<file path="src/verilog/vfr_regs.svh">
// constants for the output voltage fault response controller
`ifndef VFR_REGS_SVH
`define VFR_REGS_SVH

// command codes of the two response configuration bytes
`define VFR_CMD_OV_RESP 8'h41
`define VFR_CMD_UV_RESP 8'h45

// reset values of the response configuration bytes
`define VFR_OV_RESP_RST 8'h80
`define VFR_UV_RESP_RST 8'h7f

// field positions inside a response byte
`define VFR_ACT_MSB 7
`define VFR_ACT_LSB 6
`define VFR_RETRY_MSB 5
`define VFR_RETRY_LSB 3
`define VFR_DEG_MSB 2
`define VFR_DEG_LSB 0

// supervisor sample period and its length in system clock cycles
`define VFR_SAMPLE_PERIOD_NS 12200
`define VFR_CLK_PERIOD_NS 10
`define VFR_SAMPLE_CYC ((`VFR_SAMPLE_PERIOD_NS) / (`VFR_CLK_PERIOD_NS))

`endif

</file>
<file path="src/verilog/vfr_pkg.sv">
// types shared by the output voltage fault response controller
package vfr_pkg;

  // response action field values
  typedef enum logic [1:0] {
    ACT_IGNORE = 2'b00,
    ACT_DELAYED = 2'b01,
    ACT_SHUT_A = 2'b10,
    ACT_SHUT_B = 2'b11
  } vfr_action_e;

  // channel run state
  typedef enum logic [2:0] {
    ST_OFF = 3'b000,
    ST_ON = 3'b001,
    ST_SEQ_OFF = 3'b010,
    ST_RETRY_WAIT = 3'b011,
    ST_LATCHED = 3'b100
  } vfr_state_e;

  // one command from the bus host
  typedef struct packed {
    logic valid;
    logic write;
    logic [7:0] code;
    logic [7:0] wdata;
  } vfr_cmd_s;

  // status bits raised by voltage faults
  typedef struct packed {
    logic byte_vout;
    logic word_vout;
    logic vout_ov;
    logic vout_uv;
  } vfr_status_s;

endpackage

</file>
<file path="src/verilog/vfr_ctrl.sv">
// output voltage fault response controller for one supply channel
// Functional notes
// only fast supervisor voltage faults are handled here
// fault sets summary, word and vout status bits
// fault drives host alert low, any action
// action 00 keeps channel running
// action 01 waits delay, shuts if persisting
// action 1x shuts now or sequences off
// after shutdown follow retry field; after sequencing off the undervoltage retry field decides
// retry 000 latches off until cleared
// other retry values restart up to global count
// new retry value applies after off-on
// deglitch 000 adds no detection delay
// deglitch n ignores fault for n samples
// latch cleared by control, operation or bias
// clear faults resets status and alert only
// restarts spaced by global retry delay
// deglitch count restarts when fault vanishes
`timescale 1ns/1ps
`default_nettype none
`include "vfr_regs.svh"

module vfr_ctrl (
  input wire logic i_clk_sys,
  input wire logic i_rst_n,
  input wire vfr_pkg::vfr_cmd_s i_cmd,
  input wire logic i_ov_cmp,
  input wire logic i_uv_cmp,
  input wire logic i_control_pin,
  input wire logic i_op_on,
  input wire logic i_bias_ok,
  input wire logic i_clear_faults,
  input wire logic i_track_en,
  input wire logic [15:0] i_toff_delay,
  input wire logic [15:0] i_retry_delay,
  input wire logic [2:0] i_retry_count,
  output logic [7:0] o_cmd_rdata,
  output logic o_cmd_ack,
  output logic o_chan_en,
  output logic o_host_alert_n,
  output vfr_pkg::vfr_status_s o_status
);

  localparam logic [10:0] SAMPLE_LAST = 11'(`VFR_SAMPLE_CYC - 1);
  // response configuration bytes
  logic [7:0] out_overvolt_response_cfg;
  logic [7:0] out_undervolt_response_cfg;
  logic [7:0] resp_cfg [2]; // index 0 overvoltage, 1 undervoltage
  assign resp_cfg[0] = out_overvolt_response_cfg;
  assign resp_cfg[1] = out_undervolt_response_cfg;

  // synchronisers for pins
  logic [1:0] cmp_m; // first stage, comparators
  logic [1:0] cmp_s; // settled comparator levels
  logic ctrl_m;
  logic ctrl_s;
  logic bias_m;
  logic bias_s;

  // sample tick generator
  logic [10:0] tick_cnt;
  logic tick;

  // per fault type detection and action timing
  logic [2:0] deg_cnt [2]; // samples the fault has persisted
  logic [1:0] det; // deglitched fault present
  logic [1:0] det_q; // det one cycle ago
  logic [1:0] det_rise; // newly detected fault
  logic [1:0] pend; // delayed action running
  logic [2:0] act_cnt [2]; // samples waited under delayed action
  logic [1:0] shut_req; // shutdown asked by fault type

  // channel control
  vfr_pkg::vfr_state_e state;
  vfr_pkg::vfr_state_e next_state;
  logic [15:0] tmr; // turn-off and retry delay timer, in samples
  logic [2:0] retry_left; // restarts still allowed
  logic [2:0] retry_act [2]; // retry fields in force for this on period
  logic cmd_on; // channel commanded on
  logic shut_any;
  logic [2:0] shut_retry; // overvoltage retry field if it asks shutdown this cycle, else the undervoltage one
  logic off_done; // turn-off sequence finished this cycle
  logic go_retry; // finished shutdown leads to a restart wait

  // two flip-flop synchronisers for all asynchronous pins
  always_ff @(posedge i_clk_sys)
  begin
    if (!i_rst_n)
      {cmp_m, cmp_s, ctrl_m, ctrl_s, bias_m, bias_s} <= 8'h00;
    else
    begin
      cmp_m <= {i_uv_cmp, i_ov_cmp};
      cmp_s <= cmp_m;
      ctrl_m <= i_control_pin;
      ctrl_s <= ctrl_m;
      bias_m <= i_bias_ok;
      bias_s <= bias_m;
    end
  end

  // supervisor sample tick, one pulse per sample period
  always_ff @(posedge i_clk_sys)
  begin
    if (!i_rst_n)
      tick_cnt <= 11'h0;
    else if (tick)
      tick_cnt <= 11'h0;
    else
      tick_cnt <= tick_cnt + 11'h1;
  end
  assign tick = (tick_cnt == SAMPLE_LAST);

  // configuration byte writes and registered read-back
  always_ff @(posedge i_clk_sys)
  begin
    if (!i_rst_n)
    begin
      out_overvolt_response_cfg <= `VFR_OV_RESP_RST;
      out_undervolt_response_cfg <= `VFR_UV_RESP_RST;
      {o_cmd_rdata, o_cmd_ack} <= 9'h000;
    end
    else
    begin
      o_cmd_ack <= i_cmd.valid;
      // writes store the byte, reads return it; other codes read zero
      if (i_cmd.valid && i_cmd.write && i_cmd.code == `VFR_CMD_OV_RESP)
        out_overvolt_response_cfg <= i_cmd.wdata;
      else if (i_cmd.valid && i_cmd.write && i_cmd.code == `VFR_CMD_UV_RESP)
        out_undervolt_response_cfg <= i_cmd.wdata;
      if (i_cmd.valid && !i_cmd.write && i_cmd.code == `VFR_CMD_OV_RESP)
        o_cmd_rdata <= out_overvolt_response_cfg;
      else if (i_cmd.valid && !i_cmd.write && i_cmd.code == `VFR_CMD_UV_RESP)
        o_cmd_rdata <= out_undervolt_response_cfg;
      else if (i_cmd.valid && !i_cmd.write)
        o_cmd_rdata <= 8'h00;
    end
  end

  // deglitch and action timing, one copy per fault type
  for (genvar g = 0; g < 2; g++)
  begin : g_fault
    logic [1:0] act;
    logic [2:0] deg;
    assign act = resp_cfg[g][`VFR_ACT_MSB:`VFR_ACT_LSB];
    assign deg = resp_cfg[g][`VFR_DEG_MSB:`VFR_DEG_LSB];

    // count samples while the comparator holds, restart when it drops
    always_ff @(posedge i_clk_sys)
    begin
      if (!i_rst_n)
        {deg_cnt[g], det[g]} <= 4'h0;
      else
      begin
        if (!cmp_s[g])
          deg_cnt[g] <= 3'h0;
        else if (tick && deg_cnt[g] < deg)
          deg_cnt[g] <= deg_cnt[g] + 3'h1;
        // zero deglitch passes the fault at once
        det[g] <= cmp_s[g] && (deg_cnt[g] >= deg);
      end
    end

    // delayed action: wait the sample count, then check the fault again
    always_ff @(posedge i_clk_sys)
    begin
      // reset, and any state but on, drops a pending delayed action
      if (!i_rst_n || state != vfr_pkg::ST_ON)
        {pend[g], act_cnt[g]} <= 4'h0;
      else if (det_rise[g] && act == vfr_pkg::ACT_DELAYED)
      begin
        pend[g] <= 1'b1;
        act_cnt[g] <= 3'h0;
      end
      else if (pend[g] && act_cnt[g] == deg)
        pend[g] <= 1'b0;
      else if (pend[g] && tick)
        act_cnt[g] <= act_cnt[g] + 3'h1;
    end

    // action 00 never asks; 01 asks only if still faulted; 1x at once
    assign shut_req[g] = (act != vfr_pkg::ACT_IGNORE) &&
      ((det_rise[g] && act[1]) ||
       (pend[g] && act_cnt[g] == deg && det[g]));
  end
  assign det_rise = det & ~det_q;
  assign shut_any = (state == vfr_pkg::ST_ON) && (shut_req != 2'h0);
  assign shut_retry = shut_req[0] ? retry_act[0] : retry_act[1];
  assign cmd_on = ctrl_s && i_op_on;

  // edge history of detected faults
  always_ff @(posedge i_clk_sys)
  begin
    if (!i_rst_n)
      det_q <= 2'h0;
    else
      det_q <= det;
  end

  // status bits and alert: a new fault wins over clear faults
  always_ff @(posedge i_clk_sys)
  begin
    if (!i_rst_n)
    begin
      o_status <= '0;
      o_host_alert_n <= 1'b1;
    end
    else
    begin
      if (det_rise != 2'h0)
      begin
        o_status.byte_vout <= 1'b1;
        o_status.word_vout <= 1'b1;
        o_status.vout_ov <= o_status.vout_ov | det_rise[0];
        o_status.vout_uv <= o_status.vout_uv | det_rise[1];
        o_host_alert_n <= 1'b0;
      end
      else if (i_clear_faults)
      begin
        o_status <= '0;
        o_host_alert_n <= 1'b1;
      end
    end
  end

  // finished shutdown: restart if retry enabled and budget left
  assign go_retry = (shut_retry != 3'h0) && (retry_left != 3'h0);
  assign off_done = (state == vfr_pkg::ST_SEQ_OFF) && tick && (tmr >= i_toff_delay);

  // channel state transitions
  always_comb
  begin
    next_state = state;
    case (state)
      vfr_pkg::ST_OFF:
        if (cmd_on)
          next_state = vfr_pkg::ST_ON;
      vfr_pkg::ST_ON:
        if (shut_any && i_track_en)
          next_state = vfr_pkg::ST_SEQ_OFF;
        else if (shut_any && go_retry)
          next_state = vfr_pkg::ST_RETRY_WAIT;
        else if (shut_any)
          next_state = vfr_pkg::ST_LATCHED;
      vfr_pkg::ST_SEQ_OFF:
        if (off_done && go_retry)
          next_state = vfr_pkg::ST_RETRY_WAIT;
        else if (off_done)
          next_state = vfr_pkg::ST_LATCHED;
      vfr_pkg::ST_RETRY_WAIT:
        if (tick && tmr >= i_retry_delay)
          next_state = vfr_pkg::ST_ON;
      vfr_pkg::ST_LATCHED:
        next_state = vfr_pkg::ST_LATCHED; // clear faults cannot free it
      default:
        next_state = vfr_pkg::ST_OFF;
    endcase
    // command off or bias loss ends retries and clears the latch
    if (!cmd_on || !bias_s)
      next_state = vfr_pkg::ST_OFF;
  end

  // channel state, enable output and timers
  always_ff @(posedge i_clk_sys)
  begin
    if (!i_rst_n)
    begin
      state <= vfr_pkg::ST_OFF;
      {o_chan_en, tmr} <= 17'h00000;
    end
    else
    begin
      state <= next_state;
      // channel still runs while sequencing off
      o_chan_en <= (next_state == vfr_pkg::ST_ON) || (next_state == vfr_pkg::ST_SEQ_OFF);
      if (next_state != state)
        tmr <= 16'h0;
      else if (tick && tmr != 16'hffff)
        tmr <= tmr + 16'h1;
    end
  end

  // retry budget and retry fields in force, taken at each off-then-on
  always_ff @(posedge i_clk_sys)
  begin
    if (!i_rst_n)
      {retry_left, retry_act[0], retry_act[1]} <= 9'h000;
    else if (state == vfr_pkg::ST_OFF && next_state == vfr_pkg::ST_ON)
    begin
      retry_left <= i_retry_count;
      retry_act[0] <= out_overvolt_response_cfg[`VFR_RETRY_MSB:`VFR_RETRY_LSB];
      retry_act[1] <= out_undervolt_response_cfg[`VFR_RETRY_MSB:`VFR_RETRY_LSB];
    end
    else if (next_state == vfr_pkg::ST_RETRY_WAIT && state != vfr_pkg::ST_RETRY_WAIT)
      retry_left <= retry_left - 3'h1;
  end
endmodule
`default_nettype wire

</file>
<file path="config.mk">
export PLATFORM = sky130hd
export DESIGN_NAME = vfr_ctrl
export DESIGN_NICKNAME = d
export VERILOG_FILES = /design/src/verilog/vfr_pkg.sv /design/src/verilog/vfr_ctrl.sv
export VERILOG_INCLUDE_DIRS = /design/src /design/src/verilog
export SDC_FILE = /design/constraint.sdc
export NUM_CORES = 1
export LEC_CHECK = 0
export ABC_AREA = 1
export BUFFER_PORTS_ARGS = -buffer_cell sky130_fd_sc_hd__buf_2
export CELL_PAD_IN_SITES_DETAIL_PLACEMENT = 1
export CELL_PAD_IN_SITES_GLOBAL_PLACEMENT = 2
export CORE_MARGIN = 1.5
export CORE_UTILIZATION = 35
export CTS_CLUSTER_SIZE = 24
export DETAILED_ROUTE_END_ITERATION = 6
export GPL_TIMING_DRIVEN = 0
export HOLD_SLACK_MARGIN = 0.12
export MAX_ROUTING_LAYER = met4
export PLACE_DENSITY_LB_ADDON = 0.1
export SYNTH_ARGS = -nofsm -noshare
export SYNTH_HDL_FRONTEND = slang
export SYNTH_SLANG_ARGS = --single-unit
</file>
<file path="constraint.sdc">
create_clock -name i_clk_sys -period 6.4 [get_ports i_clk_sys]
set_input_delay 1.6 -clock i_clk_sys [delete_from_list [all_inputs] [get_ports i_clk_sys]]
set_output_delay 1.6 -clock i_clk_sys [all_outputs]
set_load 0.02 [all_outputs]
</file>
== Yosys cells after proc, flatten, opt, wreduce, memory -nomap -nowiden ==
Cells that the tools add are included.
Cells by class
  add/subtract/negate cells: 7
  $mul: 0
  div/mod/pow operators: 0
  $lt $le $gt $ge: 6
  eq/ne operators: 18
  shift-type cells: 0
  muxes and demuxes: 23
  bitwise operators: 8
  reductions and logical operators: 64
Operators by type and width (number)
  $logic_and 1x1->1: 34
  $mux 3: 11
  $ge 16x16->1: 2
  $mux 8: 3
  $add 16x1->16 const B: 1
  $eq 8x7->1 const B: 2
  $ne 16x16->1 const B: 1
  $reduce_bool 2->1: 8
  $pmux 3 s5: 1
  $add 3x1->3 const B: 4
  $eq 3x2->1 const B: 4
  $add 11x1->11 const B: 1
  $eq 11x11->1 const B: 1
  $reduce_and 2->1: 5
  $reduce_bool 3->1: 3
  $mux 4: 2
  $reduce_or 2->1: 4
  $eq 3x1->1 const B: 2
  $eq 3x3->1: 2
  $ge 3x3->1: 2
  $lt 3x3->1: 2
  $mux 1: 6
  $logic_or 1x1->1: 5
  $eq 2x1->1 const B: 2
  other kinds (11): 18
Word-level totals
  bits in registers: 96
  latch bits: 0
  bits in writable memories: 0
  ROM bits: 0
  input port bits: 62
  word-level logic and storage cells: 157
  memories: 0

== Longest topological paths before layout ==
  word-level depth: 17
  depth in mapped cells: 21
  mapped depth without buffers: 20

== Worst setup path before layout ==
No wires, ideal clock.
  path kind: input to register
  start: in i_toff_delay[13]
  end: reg tmr[12]
  setup time: 0.061 ns
  arrival time: 3.315 ns
  data required time: 6.339 ns
  setup slack: 3.023 ns
  stages on the path: 15
  buffers on the path: 1
  cells stage by stage: inv_1 > ha_1 > nand2_1 > inv_1 > o21ai_0 > nand2_1 > nor2_1 > nand3_1 > nand3_1 > nand3_2 > nand2_1 > xor2_1 > nand3_4 > buf_12 > nor2_4
On the way
  word-level cells in the longest chain between the ends: 8
  elaborated cells between the ends (all ways): 9
RTL lines
  start, declared: RTL line vfr_ctrl.sv:34  | input wire logic [15:0] i_toff_delay,
  $ge 16x16->1 *: RTL line vfr_ctrl.sv:227  | assign off_done = (state == vfr_pkg::ST_SEQ_OFF) && tick && (tmr >= i_toff_delay);
  $logic_and 1x1->1 *: RTL line vfr_ctrl.sv:227
  $mux 3 / $logic_and 1x1->1 (equally long branches): RTL line vfr_ctrl.sv:247, vfr_ctrl.sv:245
  $mux 3 *: RTL line vfr_ctrl.sv:245  | if (off_done && go_retry)
  $pmux 3 s5 *: RTL line vfr_ctrl.sv:233  | case (state)
  $mux 3 *: RTL line vfr_ctrl.sv:258  | if (!cmd_on || !bias_s)
  $ne 3x3->1 *: RTL line vfr_ctrl.sv:275  | if (next_state != state)
  $reduce_or 2->1 (no line) *
  end signal, assigned: RTL line vfr_ctrl.sv:278  | tmr <= tmr + 16'h1;
  end, declared: RTL line vfr_ctrl.sv:76  | logic [15:0] tmr;
Mark *: on every way between the ends. The rest lies on a longest branch, timed or not.
A chain may end at the register's enable or synchronous reset.

== Worst setup path after layout ==
  start: in i_toff_delay[13]
  end: reg tmr[8]
The elaborated chain is that of the path after synthesis.

==> results by group <==
Run status
  • Status: finished, final reports clean

STA
  • Hold Slack: 415 ps
  • Crit path time final: 3590 ps
  • Final Cycle Share: 56.1%
  • Max Fclk: 0.279 GHz
  • Worst Tran Pin Value: 682 ps
  • Count of final hold-check violations: 0
  • Clock skew: 7.32 ps
  • Fin. max-slew vios: 0
  • Final setup fails: 0
  • Post-Route Setup TNS: 0 ps
  • RSZ-0062 raised after global routing: no
  • Relative slew slack: 54.5%

Drt
  • Number of vias per cell: 4.76
  • Per-cell routed wire length: 13.9 µm
  • Vias: 4991
  • Initial DRT Pass Iterations: 4
  • Drt initial violations: 192
  • ANT nets after route: 0
  • Routed wire length: 14500 µm
  • DR DRC count: 0

Power
  • Share of power burned in registers: 48.6%
  • Pint: 948 µW
  • Psw: 291 µW
  • Total power: 1.24 mW
  • Worst VDD drop: 129 µV
  • Leak pwr: 3.14 nW
  • Clock network fraction of total power: 44.5%
  • Power density over the cells: 195 nW/µm²
  • Sw frac: 23.5%
  • Comb pwr share: 6.9%

Clocking
  • # Post-CTS Setup Buffers: 0
  • H-tree levels: 3
  • CTS tree: done
  • Cts repair resizes: 0
  • CTS root buf: clkbuf_16
  • Clock-pin slew on the worst setup and hold paths: 70 ps
  • Clock sinks: 95
  • Cts bufs inserted: 9
  • Clock Tree Buf Depth: 2
  • Count of hold-fix buffers inserted at cts: 0
  • Clock latency on the worst-skew pair: 350 ps

Global route
  • Remaining Overflow, GRT: 0
  • Vias in the first global route: 5263
  • Largest net degree at the start of global routing: 16
  • Initial antenna violation count: 0
  • Global-route usage over all layers: 19.7%
  • First-pass GRT wire length: 24800 µm

Setup path
  • Critical Path RT: 6690 ps
  • Largest fanout on the critical path: 10
  • CP endpoint kind: flop
  • WP data arrival: 3880 ps
  • Critical Path Source Type: primary input
  • Setup CP Type: in2reg

Layout
  • Final Non-Filler Cells: 1049
  • Area Overhead vs Synth: 16.8%
  • Utilization after layout: 41.8%
  • ANT cells: 0
  • Layout cells sized above 1: 14.8%
  • Final net count: 964

Yosys
  • Asr flop ratio synth: 0%
  • Prevailing post-synth register cell: dfxtp_1
  • EDFF count, synth: 0
  • FF+latch count, synth: 95
  • Post-synth top area share: 35.0%
  • Sequential cell area fraction in the yosys report: 35.0%
  • Synth top area cells: dfxtp_1 (35%), inv_1 (11%), ha_1 (11%)
  • Cell taking the most area after synthesis: dfxtp_1
  • Syn Nets: 878
  • Yosys warns: 0
  • Cell variety after synth: 38
  • Cells after synthesis: 770
  • Synthesized area per cell: 7.06 µm²
  • Mapped Area: 5440 µm²

Placement
  • Dpl cells: 1033
  • GPL Wtd Cong: 0.799
  • Final HPWL DP: 11800 µm
  • PortBufs: 75

Floorplan
  • Die W: 128 µm
  • Initial Util: 35.8%
  • Rows: 45
  • Die ar.: 16300 µm²
  • I/O pin cnt: 77
  • Die height: 128 µm
  • Core box area: 15200 µm²

Min path
  • Min-delay worst type: reg2reg

Run
  • Max_cap viols: 0
critical path: stages:
cell,delay [ps]
buf_2,80
inv_1,30
ha_1,290
nand2_1,60
inv_1,30
o21ai_0,170
nand2_1,110
nor2_1,160
nand3_1,180
nand3_1,150
nand3_2,120
nand2_1,160
xor2_1,280
nand3_4,170
buf_12,200
nor2_4,80
cell families after synthesis:
group                    after synthesis  synth area share [%]
AO/OA/AOI/OAI                        104                  10.6
XOR/XNOR                              20                  3.22
adder cells (fa/ha/maj)               46                  10.6
buffers and inverters                180                  12.8
flip-flops                            95                  35.0
AND/OR/NAND/NOR                      325                  27.8
cells in the mapped netlist (6+ instances only):
| master | count |
|---|---|
| nor2_4 | 12 |
| o21ai_0 | 38 |
| nand3_1 | 35 |
| nor2_1 | 84 |
| inv_1 | 159 |
| nand2_1 | 146 |
| clkbuf_1 | 9 |
| a21oi_1 | 46 |
| xnor2_1 | 9 |
| xor2_1 | 11 |
| inv_2 | 6 |
| o211ai_1 | 10 |
| ha_1 | 46 |
| dfxtp_1 | 95 |
| nand4_1 | 13 |
| nor3_1 | 14 |
final timing paths:
kind,start,endpoint,slack (ps),cells after the start
min reg2reg,cmp_m[1],cmp_s[1],420,2
min,cmp_m[1],cmp_s[1],420,2
max reg2reg,tmr[13],tmr[8],3720,14
max,i_toff_delay[13],tmr[8],2810,16
sequential cells by signal, indices dropped and copies added, names as in the netlist, 3 cells and up:
name and count:
tmr 16, out_undervolt_response_cfg 8, retry_left 3, o_cmd_rdata 8
retry_act 6, out_overvolt_response_cfg 8, deg_cnt 6, tick_cnt 11
o_status 3, act_cnt 6, state 3
stage by stage:
step / area, µm² / setup WS (ps)
after detailed placement: 6050 / 2440
after global placement: 6050 / 2500
after CTS: 6350 / 2760
after floorplan: 5440 / 3020
after global routing: 6350 / 2560
final: 6350 / 2810
area by class of cell:
type	count	area (µm²)
clock inverters	4	53.8
clock buffers	12	246
inverters	167	627
fillers	1995	8850
repair buffers	75	375
multi-input cells	495	2840
well taps	188	235
flip-flops and latches	95	1900
plain buffers	13	71.3
routing by layer:
| metal | vias to the layer above | global-route usage, % | wire (µm) |
|---|---|---|---|
| met4 | 0 | 4.30 | 146 |
| met2 | 50 | 32.9 | 7050 |
| met3 | 8 | 3.98 | 322 |
| li1 | 2593 | - | - |
| met5 | - | - | 0 |
| met1 | 2340 | 24.7 | 7030 |
power groups by stage:
stage,logic [mW],clock network (mW),registers (mW)
final,0.0851,0.551,0.603
after global routing,0.0972,0.596,0.603
after CTS,0.0869,0.574,0.603
after detailed placement,0.0861,0,0.616
after global placement,0.0823,0,0.616
after floorplan,0.0433,0,0.620
layout by cell type (no fill, tap or decap), types with 3 or more instances in the layout:
cell / n
a21oi_1: 46
buf_2: 77
clkbuf_1: 11
clkbuf_16: 9
dfxtp_1: 95
ha_1: 46
inv_1: 159
inv_2: 6
nand2_1: 146
nand3_1: 35
nand3_2: 5
nand4_1: 13
nor2_1: 84
nor2_4: 12
nor3_1: 14
nor3_2: 3
nor4_1: 3
o211ai_1: 10
o21ai_0: 38
o221ai_1: 4
xnor2_1: 9
xor2_1: 11
Power figures use the tool's default switching activity.
